<file path="config.mk">
export PLATFORM = sky130hd
export DESIGN_NAME = icw_ctrl
export DESIGN_NICKNAME = d
export VERILOG_FILES = /design/src/include/icw_pkg.sv /design/src/logic/icw_ctrl.sv /design/src/logic/icw_cmd_decode.sv
export VERILOG_INCLUDE_DIRS = /design/src /design/src/include
export SDC_FILE = /design/constraint.sdc
export NUM_CORES = 1
export LEC_CHECK = 0
export BUFFER_PORTS_ARGS = -buffer_cell sky130_fd_sc_hd__buf_4
export CAP_MARGIN = 20
export CORE_MARGIN = 1
export CORE_UTILIZATION = 43
export DETAILED_ROUTE_END_ITERATION = 10
export MAX_ROUTING_LAYER = met4
export PLACE_DENSITY = 0.75
export SKIP_LAST_GASP = 1
export SLEW_MARGIN = 40
export SYNTH_ARGS = -nofsm -noshare
export SYNTH_HDL_FRONTEND = slang
export SYNTH_SLANG_ARGS = --single-unit
</file>
<file path="constraint.sdc">
create_clock -name sys_clk_i -period 1.3 [get_ports sys_clk_i]
set_clock_uncertainty 0.15 [all_clocks]
set_input_delay 0.065 -clock sys_clk_i [delete_from_list [all_inputs] [get_ports sys_clk_i]]
set_output_delay 0.065 -clock sys_clk_i [all_outputs]
set_load 0.02 [all_outputs]
</file>
<file path="src/include/icw_cfg.svh">
`ifndef ICW_CFG_SVH
`define ICW_CFG_SVH
`define ICW_ADDR_EVEN 1'b0
`define ICW_ADDR_ODD 1'b1
`define ICW_BIT_INIT 4
`define ICW_BIT_OP3 3
`define ICW_BIT_NEST 4
`define ICW_BIT_AUTO 1
`define ICW_BIT_EOS 5
`define ICW_BIT_SPEC 6
`define ICW_BIT_ROT 7
`define ICW_BIT_SMM 5
`define ICW_BIT_SPECIAL_MASK_WRITE_ENABLE 6
`define ICW_BIT_POLL 2
`define ICW_BIT_RR 1
`define ICW_BIT_RIS 0
`define ICW_MASK_RST 8'h00
`define ICW_LVL_BASE_SLAVE 4'h8
`endif

</file>
<file path="src/include/icw_pkg.sv">
package icw_pkg;
  typedef enum logic [1:0] {ICW_ST_W2, ICW_ST_W3, ICW_ST_W4, ICW_ST_RUN} icw_seq_t;
  typedef enum logic [2:0] {
    ICW_CMD_NONE, ICW_CMD_EOS, ICW_CMD_SPEC_EOS, ICW_CMD_ROT_EOS,
    ICW_CMD_ROT_AUTO_SET, ICW_CMD_ROT_AUTO_CLR, ICW_CMD_SET_PRIO, ICW_CMD_ROT_SPEC_EOS
  } icw_cmd_t;
endpackage : icw_pkg

</file>
<file path="src/logic/icw_ctrl.sv">
`timescale 1ns/1ns
`default_nettype none
`include "icw_cfg.svh"
module icw_ctrl
  import icw_pkg::*;
#(
  parameter bit IS_SLAVE = 1'b0
) (
  input wire logic sys_clk_i,
  input wire logic rst_i,
  input wire logic addr_i,
  input wire logic [7:0] wdata_i,
  input wire logic wr_i,
  input wire logic rd_i,
  input wire logic [7:0] pending_i,
  input wire logic [7:0] in_service_i,
  output logic [7:0] rdata_o,
  output logic [7:0] request_mask_register_o,
  output logic nested_priority_select_o,
  output logic auto_end_of_service_o,
  output logic special_mask_on_o,
  output logic poll_o,
  output logic cmd_valid_o,
  output icw_cmd_t cmd_o,
  output logic [2:0] level_select_o,
  output logic [3:0] sys_level_o
);
  icw_seq_t seq_r, seq_nxt;
  logic [7:0] mask_r, mask_nxt;
  logic nest_r, nest_nxt, auto_r, auto_nxt, smm_r, smm_nxt, poll_r, poll_nxt;
  logic ris_r, ris_nxt, cv_r, cv_nxt;
  icw_cmd_t cmd_r, cmd_nxt, dec_cmd;
  logic [2:0] lvl_r, lvl_nxt, dec_lvl;
  logic [7:0] rdata_r, rdata_nxt;
  logic even_wr, odd_wr;

  icw_cmd_decode u_dec (
    .word_i(wdata_i),
    .cmd_o(dec_cmd),
    .level_o(dec_lvl)
  );

  assign even_wr = wr_i && (addr_i == `ICW_ADDR_EVEN);
  assign odd_wr = wr_i && (addr_i == `ICW_ADDR_ODD);

  always_comb begin
    seq_nxt = seq_r;
    mask_nxt = mask_r;
    nest_nxt = nest_r;
    auto_nxt = auto_r;
    smm_nxt = smm_r;
    poll_nxt = poll_r;
    ris_nxt = ris_r;
    cv_nxt = 1'b0;
    cmd_nxt = cmd_r;
    lvl_nxt = lvl_r;
    rdata_nxt = rdata_r;
    if (even_wr && wdata_i[`ICW_BIT_INIT]) begin
      // First init word resets modes and restarts sequence
      seq_nxt = ICW_ST_W2;
      mask_nxt = `ICW_MASK_RST;
      smm_nxt = 1'b0;
      ris_nxt = 1'b0;
      poll_nxt = 1'b0;
      nest_nxt = 1'b0;
      auto_nxt = 1'b0;
    end else if (odd_wr && seq_r != ICW_ST_RUN) begin
      case (seq_r)
        ICW_ST_W2: seq_nxt = ICW_ST_W3;
        ICW_ST_W3: seq_nxt = ICW_ST_W4;
        ICW_ST_W4: begin
          nest_nxt = wdata_i[`ICW_BIT_NEST];
          auto_nxt = wdata_i[`ICW_BIT_AUTO];
          seq_nxt = ICW_ST_RUN;
        end
        default: seq_nxt = ICW_ST_RUN;
      endcase
    end else if (odd_wr) begin
      mask_nxt = wdata_i;
    end else if (even_wr && seq_r == ICW_ST_RUN) begin
      if (!wdata_i[`ICW_BIT_OP3]) begin
        cv_nxt = 1'b1;
        cmd_nxt = dec_cmd;
        lvl_nxt = dec_lvl;
      end else begin
        if (wdata_i[`ICW_BIT_SPECIAL_MASK_WRITE_ENABLE]) begin
          smm_nxt = wdata_i[`ICW_BIT_SMM];
        end
        poll_nxt = wdata_i[`ICW_BIT_POLL];
        if (wdata_i[`ICW_BIT_RR]) begin
          ris_nxt = wdata_i[`ICW_BIT_RIS];
        end
      end
    end
    // Poll state is one-shot; a read of the even address consumes it
    if (rd_i && poll_r && addr_i == `ICW_ADDR_EVEN) begin
      poll_nxt = 1'b0;
    end
    if (rd_i) begin
      if (addr_i == `ICW_ADDR_ODD) begin
        rdata_nxt = mask_r;
      end else begin
        rdata_nxt = ris_r ? in_service_i : pending_i;
      end
    end
  end

  always_ff @(posedge sys_clk_i) begin
    if (rst_i) begin
      seq_r <= ICW_ST_RUN;
      mask_r <= `ICW_MASK_RST;
      nest_r <= 1'b0;
      auto_r <= 1'b0;
      smm_r <= 1'b0;
      poll_r <= 1'b0;
      ris_r <= 1'b0;
      cv_r <= 1'b0;
      cmd_r <= ICW_CMD_NONE;
      lvl_r <= 3'h0;
      rdata_r <= 8'h00;
    end else begin
      seq_r <= seq_nxt;
      mask_r <= mask_nxt;
      nest_r <= nest_nxt;
      auto_r <= auto_nxt;
      smm_r <= smm_nxt;
      poll_r <= poll_nxt;
      ris_r <= ris_nxt;
      cv_r <= cv_nxt;
      cmd_r <= cmd_nxt;
      lvl_r <= lvl_nxt;
      rdata_r <= rdata_nxt;
    end
  end

  assign rdata_o = rdata_r;
  assign request_mask_register_o = mask_r;
  assign nested_priority_select_o = nest_r;
  assign auto_end_of_service_o = auto_r;
  assign special_mask_on_o = smm_r;
  assign poll_o = poll_r;
  assign cmd_valid_o = cv_r;
  assign cmd_o = cmd_r;
  assign level_select_o = lvl_r;
  // Slave levels offset into the upper half of the system range
  assign sys_level_o = IS_SLAVE ? (`ICW_LVL_BASE_SLAVE | {1'b0, lvl_r}) : {1'b0, lvl_r};
endmodule : icw_ctrl
`default_nettype wire

</file>
<file path="src/logic/icw_cmd_decode.sv">
`timescale 1ns/1ns
`default_nettype none
`include "icw_cfg.svh"
module icw_cmd_decode
  import icw_pkg::*;
(
  input wire logic [7:0] word_i,
  output icw_cmd_t cmd_o,
  output logic [2:0] level_o
);
  always_comb begin
    case (word_i[`ICW_BIT_ROT:`ICW_BIT_EOS])
      3'h1: cmd_o = ICW_CMD_EOS;
      3'h3: cmd_o = ICW_CMD_SPEC_EOS;
      3'h5: cmd_o = ICW_CMD_ROT_EOS;
      3'h4: cmd_o = ICW_CMD_ROT_AUTO_SET;
      3'h0: cmd_o = ICW_CMD_ROT_AUTO_CLR;
      3'h6: cmd_o = ICW_CMD_SET_PRIO;
      3'h7: cmd_o = ICW_CMD_ROT_SPEC_EOS;
      default: cmd_o = ICW_CMD_NONE;
    endcase
    // Level only meaningful with the specific flag
    level_o = word_i[`ICW_BIT_SPEC] ? word_i[2:0] : 3'h0;
  end
endmodule : icw_cmd_decode
`default_nettype wire

</file>
==> results_dict.tcl <==
set metrics [dict create \
    gp_congestion 0.7698 \
    timing.setup.tns_ps -1.507 \
    post_synth_design_cell_area_um2 1539 \
    worst_hold_slack_ps 10.35 \
    via_count_of_the_first_global_routing_pass 1352 \
    setup.worst_path.end "rdata_o[2]" \
    grt_antenna_before_repair 0 \
    die_area_um2 3822 \
    cts_tree "yes" \
    wire_per_inst_um 13.37 \
    cts-root-to-sink-buffers 2 \
    cts_max_level 2 \
    postSynthRegisterBits 30 \
    grt_overflow 0 \
    timing.critical_path.required_ps 1350 \
    min_period_ps 1302 \
    fin_nets 281 \
    fp.coreArea_um2 3390 \
    fmaxAchievable_mhz 768.3 \
    path_clk_slew_ps 90 \
    report.final.hold_viol_count 0 \
    signal_arrival_time_at_the_worst_endpoint_ps 1350 \
    grt_pass1_wl_um 5878 \
    largest_net_degree_at_the_start_of_global_routing 20 \
    synth_top_flop_cell "sky130_fd_sc_hd__dfxtp_1" \
    post_route_cells_drive_above_1_share_pct 40.24 \
    power_leakage_nw 1.011 \
    chipHeight_um 61.83 \
    worst-setup-path-type "reg2reg" \
    synth-edff-count 0 \
    vias 1481 \
    final_critical_path_setup_slack_ps -1.507 \
    powerDensity_nw_per_um2 838.6 \
    synth-warning-count 0 \
    final-setup-viol-count 1 \
    root_buffer "sky130_fd_sc_hd__clkbuf_4" \
    crit_path_end_kind "flip-flop" \
    io-pin-count 60 \
    worst_r2r_path_depth 4 \
    layout-area-overhead-vs-synth_pct 55.28 \
    drc_violations_left 0 \
    antenna_left 0 \
    launch_point_of_the_worst_reg_to_reg_path "ris_r" \
    dieWidth_um 61.83 \
    run_status "complete, but fails checks" \
    post_synth.cell_area_avg_um2 9.442 \
    ff2ff_setup_slack_ps -2 \
    antenna_cells 0 \
    worst-path-max-fanout 8 \
    most_common_cell_after_layout_fill_and_taps_aside "sky130_fd_sc_hd__buf_4" \
    number_of_different_library_cells_in_the_post_synthesis_netlist 35 \
    initialDrtViolationCount 42 \
    hp-class "in2reg" \
    cts.sinks 30 \
    preCtsSetupSlack_ps -44.92 \
    timing.critical_path.from "ris_r" \
    yosysSeqAreaShare_pct 39.02 \
    effective_utilization_at_floorplan_pct 45.40 \
    synth.net_count 192 \
    timing.final.crit_share_pct 100.1 \
    timing.max_cap.violations 0 \
    rows 21 \
    startpoint_type "flip-flop" \
    portBuffers 58 \
    drt-total-wl_um 3970 \
    clk_latency_ps 320 \
    synth_async_sr_flop_share_pct 0 \
    unrepaired_setup_endpoints_after_global_routing "true" \
    dp_hpwl_um 2544 \
    firstDrtPassIters 4 \
    timing_max_transition_violations_final 0 \
    vias_per_cell 4.987 \
    cts_inserted_buffers 5 \
    grt_use_total_pct 21.91 \
    max_stage_delay_ps 350 \
    reg2reg_to "rdata_o[2]" \
    failing_checks "negative setup slack" \
    cp_slowest_cell "sky130_fd_sc_hd__dfxtp_2" \
    postSynthCellCount 163 \
    worst_path_cell_trace "buf_12 -> mux2_2 -> mux2i_1 -> o22ai_1" \
    ir_drop_mv 0.6511 \
    layout_common_cells "67 x sky130_fd_sc_hd__buf_4, 31 x sky130_fd_sc_hd__dlygate4sd3_1, 27 x sky130_fd_sc_hd__dfxtp_1" \
]
-- routing by layer --
metal | track usage [%] | vias to the layer above | routed length, um
li1 | - | 747 | -
met1 | 23.89 | 669 | 1723
met3 | 4.555 | 9 | 232
met2 | 38.25 | 56 | 1941
met4 | 9.841 | 0 | 72
met5 | - | - | 0
-- cells in the mapped netlist, types with 2 or more instances --
master / n / area, um^2
sky130_fd_sc_hd__buf_2: 4 / 20.02
sky130_fd_sc_hd__mux2i_1: 10 / 100.1
sky130_fd_sc_hd__a21oi_2: 8 / 70.07
sky130_fd_sc_hd__dfxtp_1: 30 / 600.6
sky130_fd_sc_hd__mux2_2: 8 / 90.09
sky130_fd_sc_hd__nand2b_1: 10 / 62.56
sky130_fd_sc_hd__o21bai_1: 2 / 15.01
sky130_fd_sc_hd__nor2_1: 5 / 18.77
sky130_fd_sc_hd__nor3_1: 3 / 15.01
sky130_fd_sc_hd__nand4_1: 6 / 37.54
sky130_fd_sc_hd__o21ai_0: 6 / 30.03
sky130_fd_sc_hd__nand2_1: 19 / 71.32
sky130_fd_sc_hd__buf_6: 4 / 45.04
sky130_fd_sc_hd__o22ai_1: 8 / 50.05
sky130_fd_sc_hd__a21oi_1: 12 / 60.06
sky130_fd_sc_hd__buf_4: 8 / 60.06
sky130_fd_sc_hd__buf_1: 2 / 7.510
-- worst max-delay path, delay by kind of cell, from the launching register on --
family / cells / cell delay, ps
compound gates: 1 / 80
buf+inv: 1 / 130
flops: 1 / 350
mux: 2 / 480
-- cell families after synthesis --
kind of cell               count (synthesis)  synth area share (%)
AOI/OAI and AO/OA                         40                 18.54
adders and majority gates                  1                0.6504
buffers and inverters                     19                 8.862
DFF                                       30                 39.02
muxes                                     18                 12.36
other                                      1                0.2437
and+or+nand+nor                           54                 20.33
-- state kept, by name (all words and copies together) (netlist names), 2 cells and up --
signal                   count
level_select_o               3
request_mask_register_o      8
rdata_o                      8
seq_r                        2
cmd_o                        3
-- report_power, final --
| group | internal, W | switching [W] |
|---|---|---|
| logic | 0.000260 | 0.000219 |
| registers | 0.000951 | 0.0000252 |
| clock network | 0.000243 | 0.000305 |
-- area by class of cell --
cell class,count,area [um^2]
clock buffer,6,51.30
fill,264,999.7
timing repair buffer,100,853.3
inverter,1,3.754
sequential,30,609.3
multi-input combinational,114,814.5
tap,46,57.56
-- stage by stage --
| step | power [W] | cells | util, % | cell area (um^2) |
|---|---|---|---|---|
| 2_1_floorplan | 0.001234 | 163 | - | 1539 |
| 3_3_place_gp | 0.001381 | 256 | 58.32 | 1977 |
| 3_5_place_dp | 0.001386 | 256 | 58.32 | 1977 |
| 4_1_cts | 0.001998 | 291 | 68.62 | 2326 |
| 5_1_grt | 0.002102 | 297 | 70.51 | 2390 |
| 6_report | 0.002004 | 297 | 70.51 | 2390 |
-- worst min-delay path by stage --
stage / start / endpoint / slack [ps] / cells after the start
finish: pending_i[7] / rdata_o[7] / 10 / 4
global route: pending_i[7] / rdata_o[7] / 20 / 4
CTS: pending_i[5] / rdata_o[5] / 3 / 4
detailed placement: wdata_i[2] / request_mask_register_o[2] / 200 / 3
global placement: wdata_i[2] / request_mask_register_o[2] / 200 / 3
floorplan: wdata_i[1] / request_mask_register_o[1] / 50 / 2
-- timing repair --
item / CTS / global route
pin swaps: 6 / 1
setup buffers: 0 / 4
hold buffers: 29 / 2
endpoints found under the hold margin: 29 / 1
endpoints found under the setup margin: 13 / 12
gates resized for setup: 4 / 5
Note: power is estimated with default switching activity, not from simulation.
